File: src/include/dio_cfg_pkg.sv
package dio_cfg_pkg;
  localparam int ADDR_W = 12;
  localparam int LINES = 14;
  localparam logic [ADDR_W-1:0] LINE_STATUS_OFS = 12'h38C;
  localparam logic [ADDR_W-1:0] GLOBAL_CFG_OFS = 12'h398;
  localparam logic [ADDR_W-1:0] FRONT_PULL_OFS = 12'h39C;
  localparam logic [ADDR_W-1:0] BACK_PULL_OFS = 12'h3A0;
  localparam int BYTE_ORDER_BIT = 0;
  localparam int ACK_MODE_BIT = 1;
  localparam int SUMMARY_BIT = 31;
  localparam logic [1:0] PULL_RESET = 2'h0;
  localparam logic [1:0] PULL_FLOAT = 2'h0;
  localparam logic [1:0] PULL_UP_5V = 2'h1;
  localparam logic [1:0] PULL_UP_3V3 = 2'h2;
  localparam logic [1:0] PULL_DOWN = 2'h3;

  typedef struct packed {
    logic rd;
    logic wr;
    logic [ADDR_W-1:0] addr;
    logic [31:0] wdata;
  } reg_req_t;
endpackage

File: src/hw/line_event_summary_cfg_regs.sv
`timescale 1ns/1ps
module line_event_summary_cfg_regs
  import dio_cfg_pkg::*;
#(
  parameter int NUM_LINES = LINES
) (
  input wire logic clk,
  input wire logic rstn,
  input wire reg_req_t req,
  output logic [31:0] rdata,
  input wire logic [NUM_LINES-1:0] line_in,
  input wire logic [NUM_LINES-1:0] rise_enable,
  input wire logic [NUM_LINES-1:0] fall_enable,
  input wire logic [15:0] sample_in,
  output logic [15:0] sample_to_host,
  output logic line_event_summary,
  output logic acknowledge_mode_select,
  output logic transfer_byte_order,
  output logic [1:0] front_pull_select,
  output logic [1:0] back_pull_select
);
  // line history and edge decode
  logic [NUM_LINES-1:0] line_q;
  logic [NUM_LINES-1:0] rise_hit;
  logic [NUM_LINES-1:0] fall_hit;
  logic [NUM_LINES-1:0] edge_hit;

  // pending flags and the two acknowledge paths
  logic [NUM_LINES-1:0] pending;
  logic [NUM_LINES-1:0] next_pending;
  logic [NUM_LINES-1:0] write_clear;
  logic [NUM_LINES-1:0] read_clear;
  logic [NUM_LINES-1:0] clear_mask;

  // address decode and access strobes
  logic hit_status;
  logic hit_global;
  logic hit_front;
  logic hit_back;
  logic rd_status;
  logic wr_status;
  logic wr_global;
  logic wr_front;
  logic wr_back;

  // read-back words, one for each register
  logic [31:0] status_word;
  logic [31:0] global_word;
  logic [31:0] front_word;
  logic [31:0] back_word;

  // sample path
  logic [15:0] next_sample;

  // swaps the two bytes of a sample when big-endian order is chosen
  function automatic logic [15:0] order_bytes(input logic [15:0] v,
                                              input logic big);
    if (big) begin
      order_bytes = {v[7:0], v[15:8]};
    end else begin
      order_bytes = v;
    end
  endfunction

  // one offset compare, shared by the write strobes and the status read strobe
  function automatic logic addr_match(input logic [ADDR_W-1:0] a,
                                      input logic [ADDR_W-1:0] ofs);
    addr_match = (a == ofs);
  endfunction

  // places a 2-bit pull field in an otherwise zero register word
  function automatic logic [31:0] pull_word(input logic [1:0] sel);
    pull_word = 32'h0;
    pull_word[1:0] = sel;
  endfunction

  // address decode; only the four offsets of this group are claimed,
  // every other offset is left to the neighbouring register groups
  assign hit_status = addr_match(req.addr, LINE_STATUS_OFS);
  assign hit_global = addr_match(req.addr, GLOBAL_CFG_OFS);
  assign hit_front = addr_match(req.addr, FRONT_PULL_OFS);
  assign hit_back = addr_match(req.addr, BACK_PULL_OFS);

  // each strobe lasts one cycle; a strobe held longer acts again,
  // which would clear a second time in read-to-clear mode
  assign rd_status = req.rd && hit_status;
  assign wr_status = req.wr && hit_status;
  assign wr_global = req.wr && hit_global;
  assign wr_front = req.wr && hit_front;
  assign wr_back = req.wr && hit_back;

  // previous line level; starting at zero means a line high at reset
  // shows one rising edge on the first cycle
  // limitation: lines that idle high need their enables set after reset
  always_ff @(posedge clk or negedge rstn) begin
    if (!rstn) begin
      line_q <= '0;
    end else begin
      line_q <= line_in;
    end
  end

  // an edge only counts when its direction is enabled for that line
  assign rise_hit = line_in & ~line_q & rise_enable;
  assign fall_hit = ~line_in & line_q & fall_enable;
  assign edge_hit = rise_hit | fall_hit;

  // write-one-to-clear only acts in acknowledge mode 0
  // write data above the line count is dropped
  always_comb begin
    write_clear = '0;
    if (wr_status && !acknowledge_mode_select) begin
      write_clear = req.wdata[NUM_LINES-1:0];
    end
  end

  // a status read wipes the whole register in acknowledge mode 1
  always_comb begin
    read_clear = '0;
    if (rd_status && acknowledge_mode_select) begin
      read_clear = '1;
    end
  end

  assign clear_mask = write_clear | read_clear;

  // set beats clear so an edge in the acknowledge cycle is not lost
  always_comb begin
    next_pending = (pending & ~clear_mask) | edge_hit;
  end

  always_ff @(posedge clk or negedge rstn) begin
    if (!rstn) begin
      pending <= '0;
    end else begin
      pending <= next_pending;
    end
  end

  // the summary is a plain OR, so it drops in the same cycle as the
  // last flag and never needs its own acknowledge
  assign line_event_summary = |pending;

  // unmapped offsets and reserved bits are ignored on write
  // the mode bit steers both clear paths from the next cycle on
  always_ff @(posedge clk or negedge rstn) begin
    if (!rstn) begin
      acknowledge_mode_select <= 1'h0;
    end else if (wr_global) begin
      acknowledge_mode_select <= req.wdata[ACK_MODE_BIT];
    end
  end

  always_ff @(posedge clk or negedge rstn) begin
    if (!rstn) begin
      transfer_byte_order <= 1'h0;
    end else if (wr_global) begin
      transfer_byte_order <= req.wdata[BYTE_ORDER_BIT];
    end
  end

  // pull codes go straight to the resistor switches; 00 leaves the
  // lines floating so nothing fights an external driver at power-up
  always_ff @(posedge clk or negedge rstn) begin
    if (!rstn) begin
      front_pull_select <= PULL_RESET;
    end else if (wr_front) begin
      front_pull_select <= req.wdata[1:0];
    end
  end

  // the back lines share the front encoding but have their own field
  always_ff @(posedge clk or negedge rstn) begin
    if (!rstn) begin
      back_pull_select <= PULL_RESET;
    end else if (wr_back) begin
      back_pull_select <= req.wdata[1:0];
    end
  end

  // the byte swap sits on the sample path that feeds the transfer engine
  // registered so the swap does not lengthen the path to host memory
  always_comb begin
    next_sample = order_bytes(sample_in, transfer_byte_order);
  end

  always_ff @(posedge clk or negedge rstn) begin
    if (!rstn) begin
      sample_to_host <= 16'h0;
    end else begin
      sample_to_host <= next_sample;
    end
  end

  // reserved bits read back as zero in every word
  always_comb begin
    status_word = 32'h0;
    status_word[NUM_LINES-1:0] = pending;
  end

  always_comb begin
    global_word = 32'h0;
    global_word[ACK_MODE_BIT] = acknowledge_mode_select;
    global_word[BYTE_ORDER_BIT] = transfer_byte_order;
  end

  assign front_word = pull_word(front_pull_select);
  assign back_word = pull_word(back_pull_select);

  // combinational read data, valid in the cycle rd is high; the host
  // must hold the address steady while it samples
  always_comb begin
    rdata = 32'h0;
    if (req.rd) begin
      case (req.addr)
        LINE_STATUS_OFS: rdata = status_word;
        GLOBAL_CFG_OFS: rdata = global_word;
        FRONT_PULL_OFS: rdata = front_word;
        BACK_PULL_OFS: rdata = back_word;
        default: rdata = 32'h0;
      endcase
    end
  end
endmodule

File: config.mk
export PLATFORM = sky130hd
export DESIGN_NAME = line_event_summary_cfg_regs
export DESIGN_NICKNAME = d
export VERILOG_FILES = /design/src/include/dio_cfg_pkg.sv /design/src/hw/line_event_summary_cfg_regs.sv
export SDC_FILE = /design/constraint.sdc
export NUM_CORES = 1
export LEC_CHECK = 0
export BUFFER_PORTS_ARGS = -buffer_cell sky130_fd_sc_hd__buf_2
export CAP_MARGIN = 10
export CORE_UTILIZATION = 38
export DETAILED_ROUTE_END_ITERATION = 16
export PLACE_DENSITY = 0.86
export SYNTH_ARGS = -nofsm -noshare
export SYNTH_HDL_FRONTEND = slang
export SYNTH_SLANG_ARGS = --single-unit
File: constraint.sdc
create_clock -name clk -period 1.7 [get_ports clk]
set_input_delay 0.255 -clock clk [delete_from_list [all_inputs] [get_ports clk]]
set_output_delay 0.255 -clock clk [all_outputs]
set_load 0.01 [all_outputs]
Word level (Yosys, flattened, before mapping)
Cells that the tools add are included.

$add $sub $neg: 0. Multipliers: 0. Div/mod/pow operators: 0. Magnitude comparators: 0. Equality and inequality tests: 4. Shifts and indexed selects: 0. Mux-type cells: 5. Bitwise logic cells: 11. Reduce and logical (&&, ||, !) cells: 9.

Operators with widths (count): 14-bit bitwise AND (5); 14-bit case mux with 4 select lines (1); 12-bit by 10-bit == test with 1-bit output, second input constant (4); 14-bit NOT (3); 14-bit bitwise OR (3); 32-bit two-way mux (1); 14-bit two-way mux (2); 16-bit two-way mux (1); 14-bit OR reduction (1); 1-bit logical AND (7); 1-bit zero test (1).

Register bits after elaboration: 50. Latch bits: 0. Bits in writable memories: 0. Bits in read-only memories: 0. Input port bits: 106. Output and inout port bits: 55. Logic and storage cells: 36. Memories: 0.

Logic depth before layout (Yosys ltp)
Depth in word-level cells: 8. Mapped depth: 6. Mapped depth without buffers: 4.

Worst setup path before layout
Ideal clock, no wire load.

Path kind: in2out. From: input req[33] (netlist name). To: output rdata[10]. Arrival time: 1647 ps. Required time: 1445 ps. Slack: -202 ps. Cell stages on the path: 4. Path buffers: 1. Path through: or4b_4 nor4_4 clkbuf_1 and3_1.

Word-level cells in the longest chain between the ends: 3. Elaborated cells between the ends (all ways): 6. Classes of those cells: 4 x eq/ne; 2 x mux.

Ends and longest elaborated chain: from (decl) (RTL line line_event_summary_cfg_regs.sv:9) `input wire reg_req_t req,`; 12-bit by 10-bit == test with 1-bit output (RTL line line_event_summary_cfg_regs.sv:215) `case (req.addr)`; 14-bit case mux with 4 select lines * (RTL line line_event_summary_cfg_regs.sv:215); 32-bit two-way mux * (RTL line line_event_summary_cfg_regs.sv:214) `if (req.rd) begin`; to (decl) (RTL line line_event_summary_cfg_regs.sv:10) `output logic [31:0] rdata,`.

Mark *: on every way between the ends. The rest lies on a longest branch, timed or not.

Final worst setup path
From: input req[33] (netlist name). To: output rdata[0].

The elaborated chain is that of the path after synthesis.

==> key figures <==
Yosys
  • EDFF count, synth: 0
  • Post-synth top flop: dfrtp_1
  • Post-Synth XOR/XNOR Area: 0%
  • Post-Synth Adder-Cell Area: 0%
  • Synth warn: 0
  • Seq cells post-synth: 50
  • Area share of and/or/nand/nor cells after synthesis: between 20% and 30%
  • Share of flip-flops with an asynchronous set or reset: 100%
  • Gate Count Post-Synth: 210
  • Combinational family with the most area after synthesis: simple AND/OR/NAND/NOR gates
  • Compound-Gate Fraction of Synth Area: roughly 9.1%
  • Synth Cell Area: between 0.002 and 0.0025 sq mm
  • Syn avg cell area: roughly 11 sq um
  • Synth unique cells: 30
  • Sequential element share of the synthesized area: roughly 52%
  • Multiplexer area fraction after synthesis: approximately 11%

Floorplanning
  • Rows: 28
  • Core area: approximately 0.006 sq mm
  • I/O pin count: 161
  • Die Span X: between 80 and 90 um
  • Starting Density: about two fifths
  • Die area: about 0.0066 sq mm
  • Die height: just over 80 um

Clock tree
  • Htree depth: 2
  • Clock buffer depth: 2
  • CTS tree: built
  • CTS sink cnt: 50
  • Inserted Clock Buffers: 5
  • Clk root buf: clkbuf_8
  • CTS clk-pin slew, worst paths: 0.08 ns
  • Worst-Skew Late Latency: between 0.2 and 0.3 ns

Timing
  • Final setup viols: 28
  • RSZ-0062 raised after global routing: true
  • Period utilisation layout: 114%
  • Min Clock Period, post-route: a little under 2 ns
  • Clock skew: just under 0.005 ns
  • Fmax: between 500 and 600 MHz
  • Slew Limit Fails: 0
  • Setup_tns: -3.44 ns
  • Hold Slack: about 0.083 ns
  • Hold Vio Cnt, Final: 0
  • Post-route setup slack: -0.240 ns

Route
  • WL final: approximately 6300 um
  • Via count: ~2100
  • Final ANT Viol Nets: 0
  • DR WL/cell: ~15 um
  • Vias per cell: 4.92
  • Pre-Repair DR Iteration Count: 4
  • Number of remaining DRC errors: 0
  • Drt first-iter violations: 48

Worst setup path
  • Worst endpoint required time: around 1.4 ns
  • CP Class: in2out
  • Critical Path Source Type: input pin
  • Max incr delay on CP: around 0.55 ns
  • Cell family with the largest share of critical-path delay: simple AND/OR/NAND/NOR gates
  • Crit-path max FO: 3
  • Worst path slowest cell: or4b_4
  • Worst EP arrival: between 1.5 and 2 ns
  • Critical path endpoint category: output port
  • CP cell instances: buf_6, or4b_4, nor4_4, buf_4, a221oi_2, nor2_1, buf_2
  • Worst path bufs/invs: 3

Pwr
  • Power per cell area: 662 mW/mm^2
  • Pleak: 1.60 nW
  • Max VDD drop: 0.414 mV

Layout
  • Utilization after layout: 54.9%
  • Nets: 455
  • Share of cells above drive strength 1: approximately half
  • # diodes: 0
  • Commonest non-fill, non-tap cell in the layout: buf_2
  • Most frequent cells in the layout: buf_2, dfrtp_1, nand2_1
  • Fill cell count: between 500 and 600
  • Final instance area: about 0.0033 sq mm
  • Area growth, synth to finish: 37.8%

Global route
  • Initial antenna violation count: 0
  • Largest net degree at the start of global routing: 22
  • Total gr overflow: 0
  • First-pass GRT wire length: around 9400 um
  • Most Crowded Layer GR: met2
  • Gr usage total: a little under a fifth
  • Met1 usage in global routing: around a fifth
  • Vias in the first global route: just over 2000
  • M2 GR Usage: between 30% and 40%
  • Routing usage on met3: 6.78%

Place
  • Area after DPL: ~0.0031 sq mm
  • Gpl congestion: roughly 0.8
  • IO buf count: around 120
  • Place WS: -0.286 ns
  • HPWL after detailed placement: between 4000 and 5000 um

Hold path
  • Min-Delay Path Class: in2reg

Run status
  • Violated checks: setup timing
  • Outcome: complete, but fails checks

Run
  • Max-Cap Viols: 0
-- path summary, 6_finish.rpt --
path                                         startpoint              endpoint  slack, ns  depth (start not counted)
max in group asynchronous                          rstn            line_q[12]       0.69                          3
min in group asynchronous                          rstn     sample_to_host[5]       0.43                          2
worst min-delay path                         line_in[9]             line_q[9]       0.08                          1
worst min register to register     front_pull_select[1]  front_pull_select[1]       0.54                          1
worst max register to register  acknowledge_mode_select            pending[0]       0.01                          5
worst max-delay path                            req[33]              rdata[0]      -0.24                          7
-- stage by stage --
step           instances  power (mW)
2_1_floorplan        227        1.39
3_3_place_gp         412        1.53
3_5_place_dp         412        1.54
4_1_cts              421        2.22
5_1_grt              423        2.31
6_report             423        2.19
-- area by class of cell --
cell class,count,area [sq um],area share (%)
repair buffers,139,774,23.4
well taps,75,93.8,2.84
flip-flops and latches,50,1250,37.8
multi-input cells,152,1100,33.3
inverters,1,3.75,0.113
clock buffers,6,82.6,2.50
-- cells in the mapped netlist (2+ instances only) --
library cell,number,share of area (%)
dfrtp_1,50,52
nand2_1,28,4.4
mux2_2,22,10
buf_4,19,5.9
nand3b_1,16,5.0
o21ai_0,14,2.9
a31o_1,10,3.6
and3_1,10,2.6
nor2_1,7,1.1
a31o_2,4,1.5
clkbuf_1,4,0.62
nor4_1,3,0.78
a221oi_1,2,0.73
and3_2,2,0.62
mux2i_1,2,0.83
nand4_1,2,0.52
nor4_4,2,1.8
-- metal layers --
metal / up-vias / share of wire (%)
met3: 2 / 8.1
met5: - / 0
met4: 0 / 0.38
li1: 995 / -
met2: 101 / 51
met1: 984 / 40
-- repair_timing --
item,4_1_cts,5_1_grt
hold buffers,1,0
cloned,0,1
setup endpoints to repair,15,29
buffers inserted,2,1
endpoints found under the hold margin,19,0
resized for setup,6,6
pin swaps,2,2
-- power by group --
group	switching, mW	internal [mW]	leakage, nW
clock network	0.356	0.314	0.0431
registers	0.0134	1.22	0.556
logic	0.145	0.137	1.00
-- flip-flops by register name (all words and copies together) (netlist names) --
register                 flops
acknowledge_mode_select      1
back_pull_select             2
front_pull_select            2
line_q                      14
pending                     14
sample_to_host              16
transfer_byte_order          1
-- kinds of logic after synthesis --
kind of cell,after synthesis
buf+inv,26
flops,50
other cells,1
compound gates,31
mux,24
simple gates,78
(Power assumes the default switching activity.)
